File: src/verilog/stib_pkg.sv
package stib_pkg;

    // Register offsets on the serial register port (6-bit address field)
    localparam logic [5:0] ADDR_VCO_COARSE_CAP_CAL  = 6'h25;
    localparam logic [5:0] ADDR_SYNTH_CAL_CONTROL   = 6'h26;
    localparam logic [5:0] ADDR_RC_OSC_CONFIG_HI    = 6'h27;
    localparam logic [5:0] ADDR_RC_OSC_CONFIG_LO    = 6'h28;
    localparam logic [5:0] ADDR_SYNTH_TEST          = 6'h29;
    localparam logic [5:0] ADDR_PRODUCTION_TEST     = 6'h2a;
    localparam logic [5:0] ADDR_GAIN_CTRL_TEST      = 6'h2b;
    localparam logic [5:0] ADDR_ANALOG_TEST_A       = 6'h2c;
    localparam logic [5:0] ADDR_ANALOG_TEST_B       = 6'h2d;
    localparam logic [5:0] ADDR_ANALOG_TEST_C       = 6'h2e;
    localparam logic [5:0] ADDR_PART_NUMBER_ID      = 6'h30;
    localparam logic [5:0] ADDR_SILICON_REVISION_ID = 6'h31;
    localparam logic [5:0] ADDR_STATUS_BASE         = 6'h30;

    // Header byte layout
    localparam int HDR_READ_BIT  = 7;
    localparam int HDR_BURST_BIT = 6;

    // Implemented bits of the calibration and oscillator registers
    localparam logic [7:0] MASK_6BIT = 8'h3f;
    localparam logic [7:0] MASK_7BIT = 8'h7f;

    // Values after reset
    localparam logic [7:0] RST_VCO_COARSE_CAP_CAL = 8'h20;
    localparam logic [7:0] RST_SYNTH_CAL_CONTROL  = 8'h0d;
    localparam logic [7:0] RST_RC_OSC_CONFIG_HI   = 8'h41;
    localparam logic [7:0] RST_RC_OSC_CONFIG_LO   = 8'h00;
    localparam logic [7:0] RST_SYNTH_TEST         = 8'h59;
    localparam logic [7:0] RST_PRODUCTION_TEST    = 8'h7f;
    localparam logic [7:0] RST_GAIN_CTRL_TEST     = 8'h3f;
    localparam logic [7:0] RST_ANALOG_TEST_A      = 8'h88;
    localparam logic [7:0] RST_ANALOG_TEST_B      = 8'h31;
    localparam logic [7:0] RST_ANALOG_TEST_C      = 8'h0b;

    // Internal analog copies forced at wake-up when the converter holds its state
    localparam logic [7:0] WAKE_ANALOG_A_HOLD = 8'h81;
    localparam logic [7:0] WAKE_ANALOG_B_HOLD = 8'h35;

    localparam logic [7:0] TEMP_SENSOR_ENABLE = 8'hbf;
    localparam int         OSC_SEL_CAL_BIT    = 1;

endpackage : stib_pkg

File: src/verilog/stib_acc_if.sv
`timescale 1ns/1ps
interface stib_acc_if;
    logic       wr_stb;
    logic [5:0] addr;
    logic [7:0] wdata;
    logic [7:0] rd_data;

    modport master (output wr_stb, output addr, output wdata, input rd_data);
    modport bank   (input wr_stb, input addr, input wdata, output rd_data);
endinterface : stib_acc_if

File: src/verilog/stib_reg_bank.sv
`timescale 1ns/1ps
module stib_reg_bank
    import stib_pkg::*;
#(
    // Arbitrary identity values
    parameter logic [7:0] PART_NUMBER_VALUE = 8'h5a,
    parameter logic [7:0] REVISION_VALUE    = 8'h03
) (
    input  wire logic  clk,
    input  wire logic  reset_n,
    input  wire logic  csn_pin,
    input  wire logic  sclk_pin,
    input  wire logic  si_pin,
    output logic       so,
    output logic       so_oe_n,
    input  wire logic  sleep_active,
    input  wire logic  radio_idle,
    input  wire logic  converter_hold_in_sleep,
    input  wire logic  cal_result_valid,
    input  wire logic [5:0] cal_coarse_result,
    output logic [5:0] vco_coarse_cap_cal,
    output logic       cal_override_load,
    output logic [6:0] synth_cal_control,
    output logic [6:0] rc_osc_config_hi,
    output logic [6:0] rc_osc_config_lo,
    output logic [7:0] synth_test,
    output logic [7:0] production_test,
    output logic [7:0] gain_ctrl_test,
    output logic [7:0] analog_test_a_int,
    output logic [7:0] analog_test_b_int,
    output logic [7:0] analog_test_c,
    output logic       osc_select_cal_stage_on,
    output logic       temp_sensor_en
);

    function automatic logic [7:0] keep_bits(input logic [7:0] value, input logic [7:0] mask);
        keep_bits = value & mask;
    endfunction : keep_bits

    stib_acc_if acc ();

    logic       so_w;
    logic       so_oe_n_w;
    logic [7:0] vco_coarse_cap_cal_r;
    logic [7:0] synth_cal_control_r;
    logic [7:0] rc_osc_config_hi_r;
    logic [7:0] rc_osc_config_lo_r;
    logic [7:0] synth_test_r;
    logic [7:0] production_test_r;
    logic [7:0] gain_ctrl_test_r;
    logic [7:0] analog_test_a_r;
    logic [7:0] analog_test_b_r;
    logic [7:0] analog_test_c_r;
    logic [7:0] analog_a_int_r;
    logic [7:0] analog_b_int_r;
    logic       sleep_d_r;
    logic       cal_override_load_r;
    logic       temp_sensor_en_r;
    logic       so_r;
    logic       so_oe_n_r;
    logic [7:0] rd_data_nxt;

    stib_spi_slave u_spi (
        .clk       (clk),
        .reset_n   (reset_n),
        .csn_pin   (csn_pin),
        .sclk_pin  (sclk_pin),
        .si_pin    (si_pin),
        .so_r      (so_w),
        .so_oe_n_r (so_oe_n_w),
        .acc       (acc.master)
    );

    // Address decode
    wire wr      = acc.wr_stb;
    wire wr_vcc  = wr & (acc.addr == ADDR_VCO_COARSE_CAP_CAL);
    wire wr_scc  = wr & (acc.addr == ADDR_SYNTH_CAL_CONTROL);
    wire wr_rch  = wr & (acc.addr == ADDR_RC_OSC_CONFIG_HI);
    wire wr_rcl  = wr & (acc.addr == ADDR_RC_OSC_CONFIG_LO);
    wire wr_st   = wr & (acc.addr == ADDR_SYNTH_TEST);
    wire wr_pt   = wr & (acc.addr == ADDR_PRODUCTION_TEST);
    wire wr_gt   = wr & (acc.addr == ADDR_GAIN_CTRL_TEST);
    wire wr_ta   = wr & (acc.addr == ADDR_ANALOG_TEST_A);
    wire wr_tb   = wr & (acc.addr == ADDR_ANALOG_TEST_B);
    wire wr_tc   = wr & (acc.addr == ADDR_ANALOG_TEST_C);
    wire wake    = sleep_d_r & ~sleep_active;

    // Internal analog copies differ from the readable value only after a held wake-up
    wire [7:0] wake_a = converter_hold_in_sleep ? WAKE_ANALOG_A_HOLD : RST_ANALOG_TEST_A;
    wire [7:0] wake_b = converter_hold_in_sleep ? WAKE_ANALOG_B_HOLD : RST_ANALOG_TEST_B;

    always_comb begin
        case (acc.addr)
            ADDR_VCO_COARSE_CAP_CAL:  rd_data_nxt = vco_coarse_cap_cal_r;
            ADDR_SYNTH_CAL_CONTROL:   rd_data_nxt = synth_cal_control_r;
            ADDR_RC_OSC_CONFIG_HI:    rd_data_nxt = rc_osc_config_hi_r;
            ADDR_RC_OSC_CONFIG_LO:    rd_data_nxt = rc_osc_config_lo_r;
            ADDR_SYNTH_TEST:          rd_data_nxt = synth_test_r;
            ADDR_PRODUCTION_TEST:     rd_data_nxt = production_test_r;
            ADDR_GAIN_CTRL_TEST:      rd_data_nxt = gain_ctrl_test_r;
            ADDR_ANALOG_TEST_A:       rd_data_nxt = analog_test_a_r;
            ADDR_ANALOG_TEST_B:       rd_data_nxt = analog_test_b_r;
            ADDR_ANALOG_TEST_C:       rd_data_nxt = analog_test_c_r;
            ADDR_PART_NUMBER_ID:      rd_data_nxt = PART_NUMBER_VALUE;
            ADDR_SILICON_REVISION_ID: rd_data_nxt = REVISION_VALUE;
            default:                  rd_data_nxt = 8'h00;
        endcase
    end

    assign acc.rd_data = rd_data_nxt;

    // Calibration and oscillator group keeps its contents through sleep
    always_ff @(posedge clk) begin
        if (!reset_n) begin
            vco_coarse_cap_cal_r <= RST_VCO_COARSE_CAP_CAL;
            synth_cal_control_r  <= RST_SYNTH_CAL_CONTROL;
            rc_osc_config_hi_r   <= RST_RC_OSC_CONFIG_HI;
            rc_osc_config_lo_r   <= RST_RC_OSC_CONFIG_LO;
            cal_override_load_r  <= 1'b0;
        end else begin
            // Host write beats a simultaneous engine result: saved values are the hop's intent
            if (wr_vcc) begin
                vco_coarse_cap_cal_r <= keep_bits(acc.wdata, MASK_6BIT);
            end else if (cal_result_valid) begin
                vco_coarse_cap_cal_r <= {2'b00, cal_coarse_result};
            end
            if (wr_scc) begin
                synth_cal_control_r <= keep_bits(acc.wdata, MASK_7BIT);
            end
            if (wr_rch) begin
                rc_osc_config_hi_r <= keep_bits(acc.wdata, MASK_7BIT);
            end
            if (wr_rcl) begin
                rc_osc_config_lo_r <= keep_bits(acc.wdata, MASK_7BIT);
            end
            cal_override_load_r <= wr_vcc;
        end
    end

    // Test group: readable defaults come back on every wake-up
    always_ff @(posedge clk) begin
        if (!reset_n || wake) begin
            synth_test_r      <= RST_SYNTH_TEST;
            production_test_r <= RST_PRODUCTION_TEST;
            gain_ctrl_test_r  <= RST_GAIN_CTRL_TEST;
            analog_test_a_r   <= RST_ANALOG_TEST_A;
            analog_test_b_r   <= RST_ANALOG_TEST_B;
            analog_test_c_r   <= RST_ANALOG_TEST_C;
        end else begin
            if (wr_st) begin
                synth_test_r <= acc.wdata;
            end
            if (wr_pt) begin
                production_test_r <= acc.wdata;
            end
            if (wr_gt) begin
                gain_ctrl_test_r <= acc.wdata;
            end
            if (wr_ta) begin
                analog_test_a_r <= acc.wdata;
            end
            if (wr_tb) begin
                analog_test_b_r <= acc.wdata;
            end
            if (wr_tc) begin
                analog_test_c_r <= acc.wdata;
            end
        end
    end

    always_ff @(posedge clk) begin
        if (!reset_n) begin
            analog_a_int_r <= RST_ANALOG_TEST_A;
            analog_b_int_r <= RST_ANALOG_TEST_B;
        end else if (wake) begin
            analog_a_int_r <= wake_a;
            analog_b_int_r <= wake_b;
        end else begin
            if (wr_ta) begin
                analog_a_int_r <= acc.wdata;
            end
            if (wr_tb) begin
                analog_b_int_r <= acc.wdata;
            end
        end
    end

    always_ff @(posedge clk) begin
        if (!reset_n) begin
            sleep_d_r        <= 1'b0;
            temp_sensor_en_r <= 1'b0;
            so_r             <= 1'b0;
            so_oe_n_r        <= 1'b1;
        end else begin
            sleep_d_r        <= sleep_active;
            temp_sensor_en_r <= radio_idle & (production_test_r == TEMP_SENSOR_ENABLE);
            so_r             <= so_w;
            so_oe_n_r        <= so_oe_n_w;
        end
    end

    assign so                      = so_r;
    assign so_oe_n                 = so_oe_n_r;
    assign vco_coarse_cap_cal      = vco_coarse_cap_cal_r[5:0];
    assign cal_override_load       = cal_override_load_r;
    assign synth_cal_control       = synth_cal_control_r[6:0];
    assign rc_osc_config_hi        = rc_osc_config_hi_r[6:0];
    assign rc_osc_config_lo        = rc_osc_config_lo_r[6:0];
    assign synth_test              = synth_test_r;
    assign production_test         = production_test_r;
    assign gain_ctrl_test          = gain_ctrl_test_r;
    assign analog_test_a_int       = analog_a_int_r;
    assign analog_test_b_int       = analog_b_int_r;
    assign analog_test_c           = analog_test_c_r;
    assign osc_select_cal_stage_on = analog_test_c_r[OSC_SEL_CAL_BIT];
    assign temp_sensor_en          = temp_sensor_en_r;

endmodule : stib_reg_bank

File: src/verilog/stib_spi_slave.sv
`timescale 1ns/1ps
module stib_spi_slave
    import stib_pkg::*;
(
    input  wire logic  clk,
    input  wire logic  reset_n,
    input  wire logic  csn_pin,
    input  wire logic  sclk_pin,
    input  wire logic  si_pin,
    output logic       so_r,
    output logic       so_oe_n_r,
    stib_acc_if.master acc
);
    logic [2:0] pins_s;
    logic       csn_s;
    logic       sclk_s;
    logic       si_s;
    logic       sclk_d_r;
    logic [2:0] bit_cnt_r;
    logic [7:0] shift_r;
    logic [7:0] tx_r;
    logic       have_hdr_r;
    logic       read_r;
    logic       burst_r;
    logic [5:0] addr_r;
    logic       load_r;
    logic       wr_stb_r;
    logic [7:0] wdata_r;

    stib_sync2 #(.WIDTH(3)) u_sync (
        .clk     (clk),
        .reset_n (reset_n),
        .d       ({csn_pin, sclk_pin, si_pin}),
        .rst_val (3'h4),
        .q       (pins_s)
    );

    // Sync leaves reset at the idle pin levels, so no false frame or edge follows reset
    assign csn_s  = pins_s[2];
    assign sclk_s = pins_s[1];
    assign si_s   = pins_s[0];

    wire        rise      = sclk_s & ~sclk_d_r;
    wire        fall      = ~sclk_s & sclk_d_r;
    wire [7:0]  shift_nxt = {shift_r[6:0], si_s};
    wire        byte_done = rise & (bit_cnt_r == 3'h7);
    wire        is_status = (addr_r >= ADDR_STATUS_BASE);
    wire        advance   = burst_r & ~is_status;

    assign acc.wr_stb = wr_stb_r;
    assign acc.addr   = addr_r;
    assign acc.wdata  = wdata_r;

    always_ff @(posedge clk) begin
        if (!reset_n || csn_s) begin
            bit_cnt_r  <= 3'h0;
            shift_r    <= 8'h00;
            tx_r       <= 8'h00;
            have_hdr_r <= 1'b0;
            read_r     <= 1'b0;
            burst_r    <= 1'b0;
            addr_r     <= 6'h00;
            load_r     <= 1'b0;
            wr_stb_r   <= 1'b0;
            wdata_r    <= 8'h00;
            so_r       <= 1'b0;
        end else begin
            wr_stb_r <= 1'b0;
            load_r   <= byte_done & (read_r | ~have_hdr_r);
            if (rise) begin
                shift_r   <= shift_nxt;
                bit_cnt_r <= bit_cnt_r + 3'h1;
            end
            if (byte_done && !have_hdr_r) begin
                have_hdr_r <= 1'b1;
                read_r     <= shift_nxt[HDR_READ_BIT];
                burst_r    <= shift_nxt[HDR_BURST_BIT];
                addr_r     <= shift_nxt[5:0];
            end else if (byte_done) begin
                // Status space never takes a write
                wr_stb_r <= ~read_r & ~is_status;
                wdata_r  <= shift_nxt;
                if (advance) begin
                    addr_r <= addr_r + 6'h01;
                end
            end
            if (load_r && read_r) begin
                tx_r <= acc.rd_data;
            end else if (fall) begin
                so_r <= tx_r[7];
                tx_r <= {tx_r[6:0], 1'b0};
            end
        end
    end

    always_ff @(posedge clk) begin
        if (!reset_n) begin
            sclk_d_r  <= 1'b0;
            so_oe_n_r <= 1'b1;
        end else begin
            sclk_d_r  <= sclk_s;
            so_oe_n_r <= csn_s;
        end
    end
endmodule : stib_spi_slave

File: src/verilog/stib_sync2.sv
`timescale 1ns/1ps
module stib_sync2 #(
    parameter int WIDTH = 1
) (
    input  wire logic             clk,
    input  wire logic             reset_n,
    input  wire logic [WIDTH-1:0] d,
    input  wire logic [WIDTH-1:0] rst_val,
    output logic      [WIDTH-1:0] q
);
    logic [WIDTH-1:0] meta_r;

    always_ff @(posedge clk) begin
        if (!reset_n) begin
            meta_r <= rst_val;
            q      <= rst_val;
        end else begin
            meta_r <= d;
            q      <= meta_r;
        end
    end
endmodule : stib_sync2
File: config.mk
export PLATFORM = sky130hd
export DESIGN_NAME = stib_reg_bank
export DESIGN_NICKNAME = d
export VERILOG_FILES = /design/src/verilog/stib_pkg.sv /design/src/verilog/stib_acc_if.sv /design/src/verilog/stib_reg_bank.sv /design/src/verilog/stib_spi_slave.sv /design/src/verilog/stib_sync2.sv
export SDC_FILE = /design/constraint.sdc
export NUM_CORES = 1
export LEC_CHECK = 0
export BUFFER_PORTS_ARGS = -buffer_cell sky130_fd_sc_hd__buf_2
export CAP_MARGIN = 20
export CORE_MARGIN = 2
export CORE_UTILIZATION = 61
export CTS_BUF_LIST = sky130_fd_sc_hd__clkbuf_16
export DETAILED_ROUTE_END_ITERATION = 12
export PLACE_DENSITY = 0.91
export SYNTH_ARGS = -nofsm -noshare
export SYNTH_HDL_FRONTEND = slang
export SYNTH_SLANG_ARGS = --single-unit
File: constraint.sdc
create_clock -name clk -period 2.83 [get_ports clk]
set_input_delay 0.849 -clock clk [delete_from_list [all_inputs] [get_ports clk]]
set_output_delay 0.849 -clock clk [all_outputs]
set_load 0.01 [all_outputs]
# Word-level counts from Yosys, hierarchy flattened
# Cells that the tools add are included.
dict set report op_classes {
  muxes 14
  n_eq_ne 14
  reduce_logical 16
  bitwise_logic 28
  order_cmp 1
  n_addsub 2
}
# operator count
set ops {}
lappend ops {{one-hot mux 8 bit (12 select lines)} 1}
lappend ops {{== test 6 bit (second input constant)} 12}
lappend ops {{2-to-1 mux 8 bit} 6}
lappend ops {{2-to-1 mux 6 bit} 5}
lappend ops {{bitwise AND 1 bit} 18}
lappend ops {{nonzero test 2 bit} 6}
lappend ops {{inverter 1 bit} 9}
lappend ops {{== test 8 bit (second input constant)} 1}
lappend ops {{adder 6 x 1 -> 6 bit (second input constant)} 1}
lappend ops {{>= comparator 6 bit (second input constant)} 1}
lappend ops {{AND reduction 2 bit} 3}
lappend ops {{2-to-1 mux 4 bit} 1}
lappend ops {{adder 3 x 1 -> 3 bit (second input constant)} 1}
lappend ops {{== test 3 bit (second input constant)} 1}
lappend ops {{2-to-1 mux 3 bit} 1}
lappend ops {{OR reduction 3 bit} 1}
lappend ops {{logical AND 1 bit} 2}
lappend ops {{zero test 1 bit} 2}
lappend ops {{logical OR 1 bit} 2}
lappend ops {{OR 1 bit} 1}
dict set report word_totals {
  ff_bits 142
  out_inout_bits 80
  in_bits 15
}

# Depth between registers and ports, before layout
# Gate-level depths: netlist of the first run.
dict set report logic_depth {
  word_depth 6
  depth_mapped 8
  mapped_depth_nobuf 7
}

# Hierarchy
# A second synthesis of the first run with hierarchy kept.
dict set report hier_totals {
  hier_cells 661
  area_unflattened_um2 6174.7
}
# mod n_inst area_per_inst_um2 seq_area_each_um2 cells_each
set by_module_without_submodules {}
lappend by_module_without_submodules {stib_reg_bank 1 4291.6 1921.8 455}
lappend by_module_without_submodules {stib_spi_slave 1 1661.6 800.8 193}
lappend by_module_without_submodules {stib_sync2 1 221.5 120.1 13}

# Least setup slack after synthesis of the first run
# OpenSTA, ideal clock, no wires.
dict set report synth_path {
  path_type {register to register}
  startpoint {reg u_spi.addr_r[0] (netlist: u_spi.acc.addr[0])}
  endpoint {reg u_spi.tx_r[6]}
  slack_ns 0.908
  stages_incl_launch_ff 7
  synth_period_minus_slack_ns 1.922
  required_time_ns 2.714
  path_buffers 0
  t_arrival_ns 1.806
  cell_sequence {dfxtp_1 inv_1 ha_1 or4_4 a211oi_4 nand3_1 and3_1}
}
dict set report synth_via {
  elab_chain_len 3
}
# item line
set synth_rtl {}
lappend synth_rtl {{from (decl)} stib_spi_slave.sv:25} ;# logic [5:0] addr_r;
lappend synth_rtl {{from (signal assigned)} stib_spi_slave.sv:78} ;# addr_r <= shift_nxt[5:0];
lappend synth_rtl {{from (signal assigned)} stib_spi_slave.sv:84} ;# addr_r <= addr_r + 6'h01;
lappend synth_rtl {{== test 6 bit} stib_reg_bank.sv:93} ;# case (acc.addr)
lappend synth_rtl {{one-hot mux 8 bit (12 select lines) *} stib_reg_bank.sv:93}
lappend synth_rtl {{2-to-1 mux 8 bit *} stib_spi_slave.sv:87} ;# if (load_r && read_r) begin
lappend synth_rtl {{to (signal assigned)} stib_spi_slave.sv:88} ;# tx_r <= acc.rd_data;
lappend synth_rtl {{to (signal assigned)} stib_spi_slave.sv:91} ;# tx_r <= {tx_r[6:0], 1'b0};
lappend synth_rtl {{to (decl)} stib_spi_slave.sv:21} ;# logic [7:0] tx_r;
# Mark *: on every way between the ends. The rest lies on a longest branch, timed or not.
# A chain may end at the register's enable or synchronous reset.

# Final worst setup path of the first run
dict set report layout_path {
  startpoint {reg u_spi.addr_r[3] (netlist: u_spi.acc.addr[3])}
  endpoint {reg gain_ctrl_test_r[0] (netlist: gain_ctrl_test[0])}
}
dict set report layout_via {
  elab_chain_len 2
}
# item line
set layout_rtl {}
lappend layout_rtl {{== test 6 bit} stib_reg_bank.sv:82} ;# wire wr_gt = wr & (acc.addr == ADDR_GAIN_CTRL_TEST);
lappend layout_rtl {{bitwise AND 1 bit} stib_reg_bank.sv:82}
lappend layout_rtl {{to (signal assigned)} stib_reg_bank.sv:157} ;# gain_ctrl_test_r <= acc.wdata;
lappend layout_rtl {{to (decl)} stib_reg_bank.sv:50} ;# logic [7:0] gain_ctrl_test_r;
# Every way passes these cells.

==> tab_implementation.tex, run 1 <==
\begin{tabular}{lr}
\hline
Metric & Value \\
\hline
\multicolumn{2}{l}{\textbf{Finish}} \\
Post-layout nets & a little under 800 \\
Final core utilization & 0.738 \\
Ratio of cells with drive above 1 in the final layout & 0.193 \\
Area delta synth->final & 17.5\% \\
Final standard cell count with taps included and fillers excluded & 920 \\
Number of antenna cells inserted & 0 \\
Total of fill cells in the finished design & 707 \\
\multicolumn{2}{l}{\textbf{Die}} \\
Floorplan core area & 0.00973 mm² \\
Area of the die & 0.0108 mm² \\
I/O pin count & 95 \\
Initial core utilization & 0.628 \\
Row cnt & 36 \\
Horiz. Die Dim & 104 µm \\
Die height & 104 µm \\
\multicolumn{2}{l}{\textbf{Routing}} \\
DRC violations left & 0 \\
Total wirelength of the detailed-routed design & 18,900 µm \\
Detailed-route wire length per cell & 20.5 µm \\
Detailed router's first-iteration violation count & 474 \\
Via count & 5,705 \\
Post-detailed-route via-to-cell ratio & 6.20 \\
Residual antenna-violating net count after detailed routing & 0 \\
Count of TritonRoute iterations in the first routing pass & 6 \\
\multicolumn{2}{l}{\textbf{Setup path}} \\
Count of buffering cells on the critical path with inverters included & 0 \\
Top fanout value on the critical path & 16 \\
Data required time at the worst endpoint & 3110 ps \\
Ordered cell list for the critical path & and4bb\_1 -> and2\_1 -> nand2\_4 -> mux2i\_1 -> nand2\_1 \\
Critical path launch point & u\_spi.acc.addr[3] \\
Family with the most delay on the worst path & simple AND/OR/NAND/NOR gates \\
Start of the worst register-to-register path & u\_spi.acc.addr[3] \\
Slowest-stage cell, CP & and4bb\_1 \\
Kind of start point of the critical path & register \\
Type of the setup path with the least slack & register to register \\
CP arrival & 2560 ps \\
Crit. End Element & register \\
CP max stage delay & 650 ps \\
\multicolumn{2}{l}{\textbf{Synthesis}} \\
Area contributors post-synth & dfxtp\_1, mux2i\_1, nand2\_1 \\
Largest area contributor in the netlist & dfxtp\_1 \\
Mean instance size in the synthesized netlist & 8.72 µm² \\
Synth top area share & 0.465 \\
Sequential element share of the synthesized area & 0.465 \\
Arithmetic-cell share of the synthesized area counting full adders, half adders and majority gates & 0.0123 \\
Register bit total from synthesis & 142 \\
Post-synthesis share of cell area spent on xor and xnor gates & 0.00143 \\
Number of flops mapped to enable cells by yosys & 0 \\
Synthesized area & just over 0.006 mm² \\
Proportion of synthesized area in mux cells & 0.105 \\
Number of nets in the synthesized netlist & 722 \\
Count of different cell masters after synthesis & 63 \\
Dominant combinational cell family by area after synthesis & simple AND/OR/NAND/NOR gates \\
Compound-cell area share of the yosys netlist & 0.152 \\
Synth Area in Simple Gates & 0.219 \\
Yosys synthesis warning count & 0 \\
Fraction of registers with async set or reset after synthesis & 0 \\
Gate count of the mapped netlist & 701 \\
Most frequently used flop master after synthesis & dfxtp\_1 \\
\multicolumn{2}{l}{\textbf{STA}} \\
Fmax & 0.437 GHz \\
RSZ-0062 raised after global routing & no \\
Total count of hold-check failures in the final report & 0 \\
Post-layout minimum cycle time & $\sim$2300 ps \\
Headroom to the max-slew limit & 0.445 \\
Transition time at the pin with the least slew margin & roughly 830 ps \\
Setup violators final & 0 \\
Hold Worst Slack & 413 ps \\
Final-layout setup total negative slack & 0 ps \\
Post-route clock skew & 7.99 ps \\
Share of the clock period used by the worst path & 0.808 \\
Number of pins with negative max-slew slack in the final report & 0 \\
\multicolumn{2}{l}{\textbf{Global route}} \\
Pin count of the biggest net entering global routing & 38 \\
Global-route total usage across every layer & 0.350 \\
Via count of the first global-routing pass & 5,402 \\
First-pass GRT wire length & 29,200 µm \\
Antenna violations before repair & 0 \\
Grt ovf & 0 \\
\multicolumn{2}{l}{\textbf{Clock network}} \\
Clock insertion delay at the later pin of the skew report & 420 ps \\
Buffers inserted by post-CTS timing repair & 0 \\
Clock tree from TritonCTS & yes \\
Maximum buffer depth of the clock tree & 2 \\
Resized cells post-CTS & 0 \\
CTS root buffer & clkbuf\_16 \\
CTS H-Tree Depth & 4 \\
Clock sink count & 142 \\
Clock buffers created by TritonCTS & 17 \\
Number of buffers inserted for hold repair after clock tree synthesis & 0 \\
Clock transition at path regs & 60 ps \\
\multicolumn{2}{l}{\textbf{Hold path}} \\
Class of the tightest hold or removal check & register to register \\
Hold path startpoint & u\_spi.so\_oe\_n\_r \\
\multicolumn{2}{l}{\textbf{Power}} \\
Worst supply voltage drop on vdd & 0.411 mV \\
PwrDens & 592 mW/mm² \\
Reported leakage power & 2.97 nW \\
\multicolumn{2}{l}{\textbf{Status}} \\
Status & completed \\
\multicolumn{2}{l}{\textbf{Placed design}} \\
Cells after DPL & 889 \\
Number of I/O port buffers & 94 \\
Gp weighted congestion & 1.01 \\
Detailed Place HPWL & 13,000 µm \\
\multicolumn{2}{l}{\textbf{Flow run}} \\
Maximum Capacitance Violations & 0 \\
\hline
\end{tabular}
[state kept, by name, summed over array words and instances, names as in the netlist, 6 cells and up]
register and count:
analog_test_a_int 8, analog_test_a_r 8, analog_test_b_int 8, analog_test_b_r 8, analog_test_c 8, gain_ctrl_test 8
production_test 8, rc_osc_config_hi_r 7, rc_osc_config_lo_r 7, synth_cal_control_r 7, synth_test 8, u_spi.acc.addr 6
u_spi.acc.wdata 8, u_spi.shift_r 7, u_spi.tx_r 8, vco_coarse_cap_cal_r 6
[cell usage after synthesis, types with 3 or more instances]
cell	number
nand2_1	146
dfxtp_1	142
mux2i_1	61
a21oi_1	57
nor2_1	47
clkbuf_1	30
nand3_1	28
buf_2	20
o21ai_0	20
a22oi_1	12
and2_1	10
a31oi_1	9
nand2b_1	9
a211oi_1	7
and3_1	6
ha_1	6
nor2b_1	6
a32oi_1	5
a21o_1	4
a222oi_1	4
a22o_1	4
inv_1	4
nor3_1	4
a221o_1	3
buf_1	3
mux2_2	3
nand4b_1	3
[cells by family after synthesis]
| family | count (synthesis) |
|---|---|
| simple gates | 284 |
| fa+ha+maj | 6 |
| compound gates | 143 |
| mux | 64 |
| xor+xnor | 1 |
| buf+inv | 61 |
| flops | 142 |
[report_power, final]
part           switching, mW  internal [mW]
Clock                  0.859           1.28
Combinational         0.0639         0.0339
Sequential            0.0103           2.01
Total                  0.933           3.32
[cell type report]
type / count / area, µm² / area share
sequential: 142 / 2840 / 0.396
clock inverter: 14 / 131 / 0.0183
timing repair buffer: 111 / 598 / 0.0833
tap: 133 / 166 / 0.0232
multi-input combinational: 498 / 3000 / 0.418
clock buffer: 17 / 425 / 0.0592
inverter: 5 / 18.8 / 0.00261
[worst reg2reg max path: stages (launching register included)]
cell and delay [ps]:
dfxtp_1 640, and4bb_1 650, and2_1 380, nand2_4 170
mux2i_1 230, nand2_1 70
[per-layer routing]
layer,routed length [µm],up-vias,track usage
li1,-,2592,-
met1,7470,2677,0.452
met2,8890,376,0.565
met3,1820,60,0.0777
met4,717,0,0.150
met5,0,-,0
[through the flow]
| stage | instance area [µm²] | power [mW] | setup slack (ps) |
|---|---|---|---|
| after CTS | 7180 | 4.25 | 607 |
| after detailed placement | 6630 | 2.16 | 636 |
| after global placement | 6630 | 2.16 | 703 |
| after floorplan | 6110 | 2.12 | 908 |
| final | 7180 | 4.25 | 544 |
| after global routing | 7180 | 4.34 | 328 |
[layout by cell type (no fill, tap or decap), drive strengths merged, types with 3 or more instances in the layout]
cell type | synthesis | layout
nor2 | 49 | 49
a21o | 4 | 4
nand3 | 30 | 30
dfxtp | 142 | 142
inv | 5 | 8
clkbuf | 30 | 17
clkinvlp | 0 | 3
clkinv | 0 | 6
nor3 | 4 | 4
a22oi | 12 | 12
and3 | 6 | 6
and2 | 10 | 10
a32oi | 5 | 5
a222oi | 4 | 4
mux2 | 3 | 3
ha | 6 | 6
buf | 26 | 111
nand2 | 147 | 147
nand2b | 9 | 9
o21ai | 21 | 21
a22o | 4 | 4
a21oi | 57 | 57
a31oi | 9 | 9
nand4b | 3 | 3
nor2b | 6 | 6
mux2i | 61 | 61
a221o | 3 | 3
a211oi | 8 | 8
[path summary, 6_finish.rpt]
kind	cells after the start	slack [ps]	to
max reg2reg	5	540	gain_ctrl_test[0]
min	1	410	so_oe_n
min reg2reg	1	410	so_oe_n
max	5	540	gain_ctrl_test[0]
Power figures use the tool's default switching activity.
==> run 2: changes to the inputs <==
--- a/config.mk
+++ b/config.mk
@@ -8,10 +8,10 @@
 export BUFFER_PORTS_ARGS = -buffer_cell sky130_fd_sc_hd__buf_2
 export CAP_MARGIN = 20
 export CORE_MARGIN = 2
-export CORE_UTILIZATION = 61
+export CORE_UTILIZATION = 51
 export CTS_BUF_LIST = sky130_fd_sc_hd__clkbuf_16
 export DETAILED_ROUTE_END_ITERATION = 12
-export PLACE_DENSITY = 0.91
+export PLACE_DENSITY = 0.82
 export SYNTH_ARGS = -nofsm -noshare
 export SYNTH_HDL_FRONTEND = slang
 export SYNTH_SLANG_ARGS = --single-unit
==> constraint.sdc (replaced) <==
create_clock -name clk -period 1.9 [get_ports clk]
set_input_delay 0.57 -clock clk [delete_from_list [all_inputs] [get_ports clk]]
set_output_delay 0.57 -clock clk [all_outputs]
set_load 0.01 [all_outputs]
==> run 2 against run 1 <==
The flow now finishes with violations (setup timing); clock power is 80% higher; clock skew is 5.6 ps higher; die area is 19% higher; critical path depth is 3 higher; first-iteration DRC count is 43% higher; cell count is 3.9% higher; via count is 1.4% higher; sequential cell count stayed put.
==> tab_implementation.tex, run 2 (synthesis results as in run 1) <==
\begin{tabular}{lr}
\hline
Metric & Value \\
\hline
\multicolumn{2}{l}{\textbf{Status}} \\
Status & complete, but fails checks \\
Failing checks & setup timing \\
\multicolumn{2}{l}{\textbf{Die}} \\
I/O pin count & 95 (unchanged) \\
Die height & 113 µm (+9.0\%) \\
Floorplan core area & 0.0116 mm² (+19\%) \\
Initial core utilization & 0.528 (-0.0997) \\
Horiz. Die Dim & 113 µm (+9.0\%) \\
Area of the die & 0.0129 mm² (+19\%) \\
Row cnt & 39 (+8.3\%) \\
\multicolumn{2}{l}{\textbf{Placed design}} \\
Post-placement cell area & 0.00685 mm² (+3.3\%) \\
Detailed Place HPWL & 13,300 µm (+2.3\%) \\
Gp weighted congestion & 0.976 (-3.9\%) \\
Post-Place Setup Slack & -107 ps (-743 ps) \\
Number of I/O port buffers & 94 (unchanged) \\
\multicolumn{2}{l}{\textbf{Flow run}} \\
Maximum Capacitance Violations & 0 (unchanged) \\
\multicolumn{2}{l}{\textbf{Routing}} \\
Total wirelength of the detailed-routed design & 19,100 µm (+1.3\%) \\
Count of TritonRoute iterations in the first routing pass & 5 (-1) \\
Detailed router's first-iteration violation count & 677 (+43\%) \\
DRC violations left & 0 (unchanged) \\
Detailed-route wire length per cell & 20.0 µm (-2.6\%) \\
Via count & 5,784 (+1.4\%) \\
Residual antenna-violating net count after detailed routing & 0 (unchanged) \\
Post-detailed-route via-to-cell ratio & 6.05 (-2.4\%) \\
\multicolumn{2}{l}{\textbf{Setup path}} \\
Type of the setup path with the least slack & register to register \\
Kind of start point of the critical path & register \\
Crit. End Element & register \\
Top fanout value on the critical path & 15 (-1) \\
CP arrival & 2270 ps (-290 ps) \\
Data required time at the worst endpoint & 2250 ps (-860 ps) \\
\multicolumn{2}{l}{\textbf{STA}} \\
Setup violators final & 3 (+3) \\
Headroom to the max-slew limit & 0.422 (-0.0231) \\
Hold Worst Slack & 332 ps (-81.1 ps) \\
Worst path setup slack after routing & -17.2 ps (-561 ps) \\
Number of pins with negative max-slew slack in the final report & 0 (unchanged) \\
Fmax & 0.522 GHz (+19\%) \\
Post-layout minimum cycle time & 1920 ps (-369 ps) \\
Post-route clock skew & 13.6 ps (+5.62 ps) \\
Share of the clock period used by the worst path & 1.01 (+0.201) \\
Transition time at the pin with the least slew margin & 867 ps (+34.7 ps) \\
RSZ-0062 raised after global routing & yes \\
Total count of hold-check failures in the final report & 0 (unchanged) \\
\multicolumn{2}{l}{\textbf{Clock network}} \\
Maximum buffer depth of the clock tree & 2 (unchanged) \\
Number of buffers inserted for hold repair after clock tree synthesis & 0 (unchanged) \\
Clock buffers created by TritonCTS & 17 (unchanged) \\
CTS H-Tree Depth & 4 (unchanged) \\
Clock insertion delay at the later pin of the skew report & 430 ps (about the same) \\
CTS root buffer & clkbuf\_16 \\
Clock tree from TritonCTS & yes \\
Clock sink count & 142 (unchanged) \\
Clock transition at path regs & 60 ps (about the same) \\
\multicolumn{2}{l}{\textbf{Power}} \\
Part of the total power dissipated in the clock network & 0.548 (+0.046) \\
Net switching share of the total power & 0.196 (-0.0238) \\
Sequential Power Share & 0.431 (-0.044) \\
Internal power & 5.62 mW (+69\%) \\
Combinational group share of total power & 0.022 (about the same) \\
Worst supply voltage drop on vdd & 0.617 mV (+50\%) \\
NetSw & 1.37 mW (+46\%) \\
PwrDens & 912 mW/mm² (+54\%) \\
Sum of internal, switching and leakage power & 6.99 mW (+64\%) \\
Reported leakage power & 3.18 nW (+7.0\%) \\
\multicolumn{2}{l}{\textbf{Finish}} \\
Highest-count cells in the layout ignoring fill and taps & nand2\_1, dfxtp\_1, buf\_2 \\
Final std cell area, no fill & 0.00766 mm² (+6.7\%) \\
Final core utilization & 0.663 (-0.0756) \\
Ratio of cells with drive above 1 in the final layout & 0.240 (+0.0467) \\
Most frequent standard cell in the layout excluding fill and tap cells & nand2\_1 \\
Area delta synth->final & 25.4\% \\
Number of antenna cells inserted & 0 (unchanged) \\
Total of fill cells in the finished design & 926 (+31\%) \\
Post-layout nets & 823 (+3.4\%) \\
\multicolumn{2}{l}{\textbf{Hold path}} \\
Class of the tightest hold or removal check & primary input to register \\
\multicolumn{2}{l}{\textbf{Global route}} \\
Grt ovf & 0 (unchanged) \\
Via count of the first global-routing pass & 5,479 (+1.4\%) \\
Global-route total usage across every layer & 0.299 (-0.0504) \\
Pin count of the biggest net entering global routing & 38 (unchanged) \\
Antenna violations before repair & 0 (unchanged) \\
First-pass GRT wire length & 29,400 µm (+0.50\%) \\
\hline
\end{tabular}
## run 2: cell types whose count changed in the layout (fill, tap and decap cells not counted), moves of 2 or more
cell / change
buf_4: +18
clkinvlp_4: -2
inv_1: -4
bufinv_16: +5
clkinv_4: -2
dfxtp_2: +3
buf_6: +3
ha_4: +2
buf_12: +6
ha_1: -2
dfxtp_1: -4
## run 2: path summary, 6_finish.rpt
kind | start | endpoint | slack (ps) | cells past startpoint
max | u_spi.acc.addr[1] | u_spi.tx_r[2] | -20 | 8
min | csn_pin | u_spi.u_sync.meta_r[2] | 330 | 2
max reg2reg | u_spi.acc.addr[1] | u_spi.tx_r[2] | -20 | 8
min reg2reg | u_spi.u_sync.meta_r[2] | u_spi.u_sync.q[2] | 410 | 1
## run 2: through the flow
stage	std cells	TNS, ps
after floorplan	701	0
after global placement	920	-158
after detailed placement	920	-910
after CTS	951	-24.0
after global routing	956	-378
final	956	-42.5
## run 2: critical path, cell delays in order (launching register included)
cell and delay (ps):
dfxtp_2 380, ha_1 220, buf_6 180, mux2i_1 80, and4bb_1 330, a211oi_4 60, buf_6 140, a221o_1 310
a31oi_1 130
## run 2: cell type report
| cell class | count | area (µm²) | area share |
|---|---|---|---|
| Clock inverter | 13 | 245 | 0.0320 |
| Tap cell | 143 | 179 | 0.0234 |
| Multi-Input combinational cell | 498 | 3050 | 0.399 |
| Sequential cell | 142 | 2850 | 0.372 |
| Inverter | 5 | 21.3 | 0.00278 |
| Clock buffer | 17 | 425 | 0.0555 |
| Timing Repair Buffer | 138 | 887 | 0.116 |
## run 2: what timing repair did
item	4_1_cts	5_1_grt
setup endpoints to repair	20	55
buffers inserted	1	6
resized for setup	10	17
pin swaps	3	5
## run 2: metal layers
layer	wire, µm	track usage
met5	0	0
met4	578	0.133
met3	1570	0.0664
met2	9030	0.479
met1	7960	0.391
## run 2: power groups by stage
stage                     Clock, mW  Combinational, mW  Sequential, mW
after floorplan                   0             0.0849            3.08
after CTS                      3.84              0.151            3.01
after detailed placement          0              0.150            3.08
after global routing           3.97              0.164            3.01
final                          3.83              0.152            3.01
after global placement            0              0.146            3.07
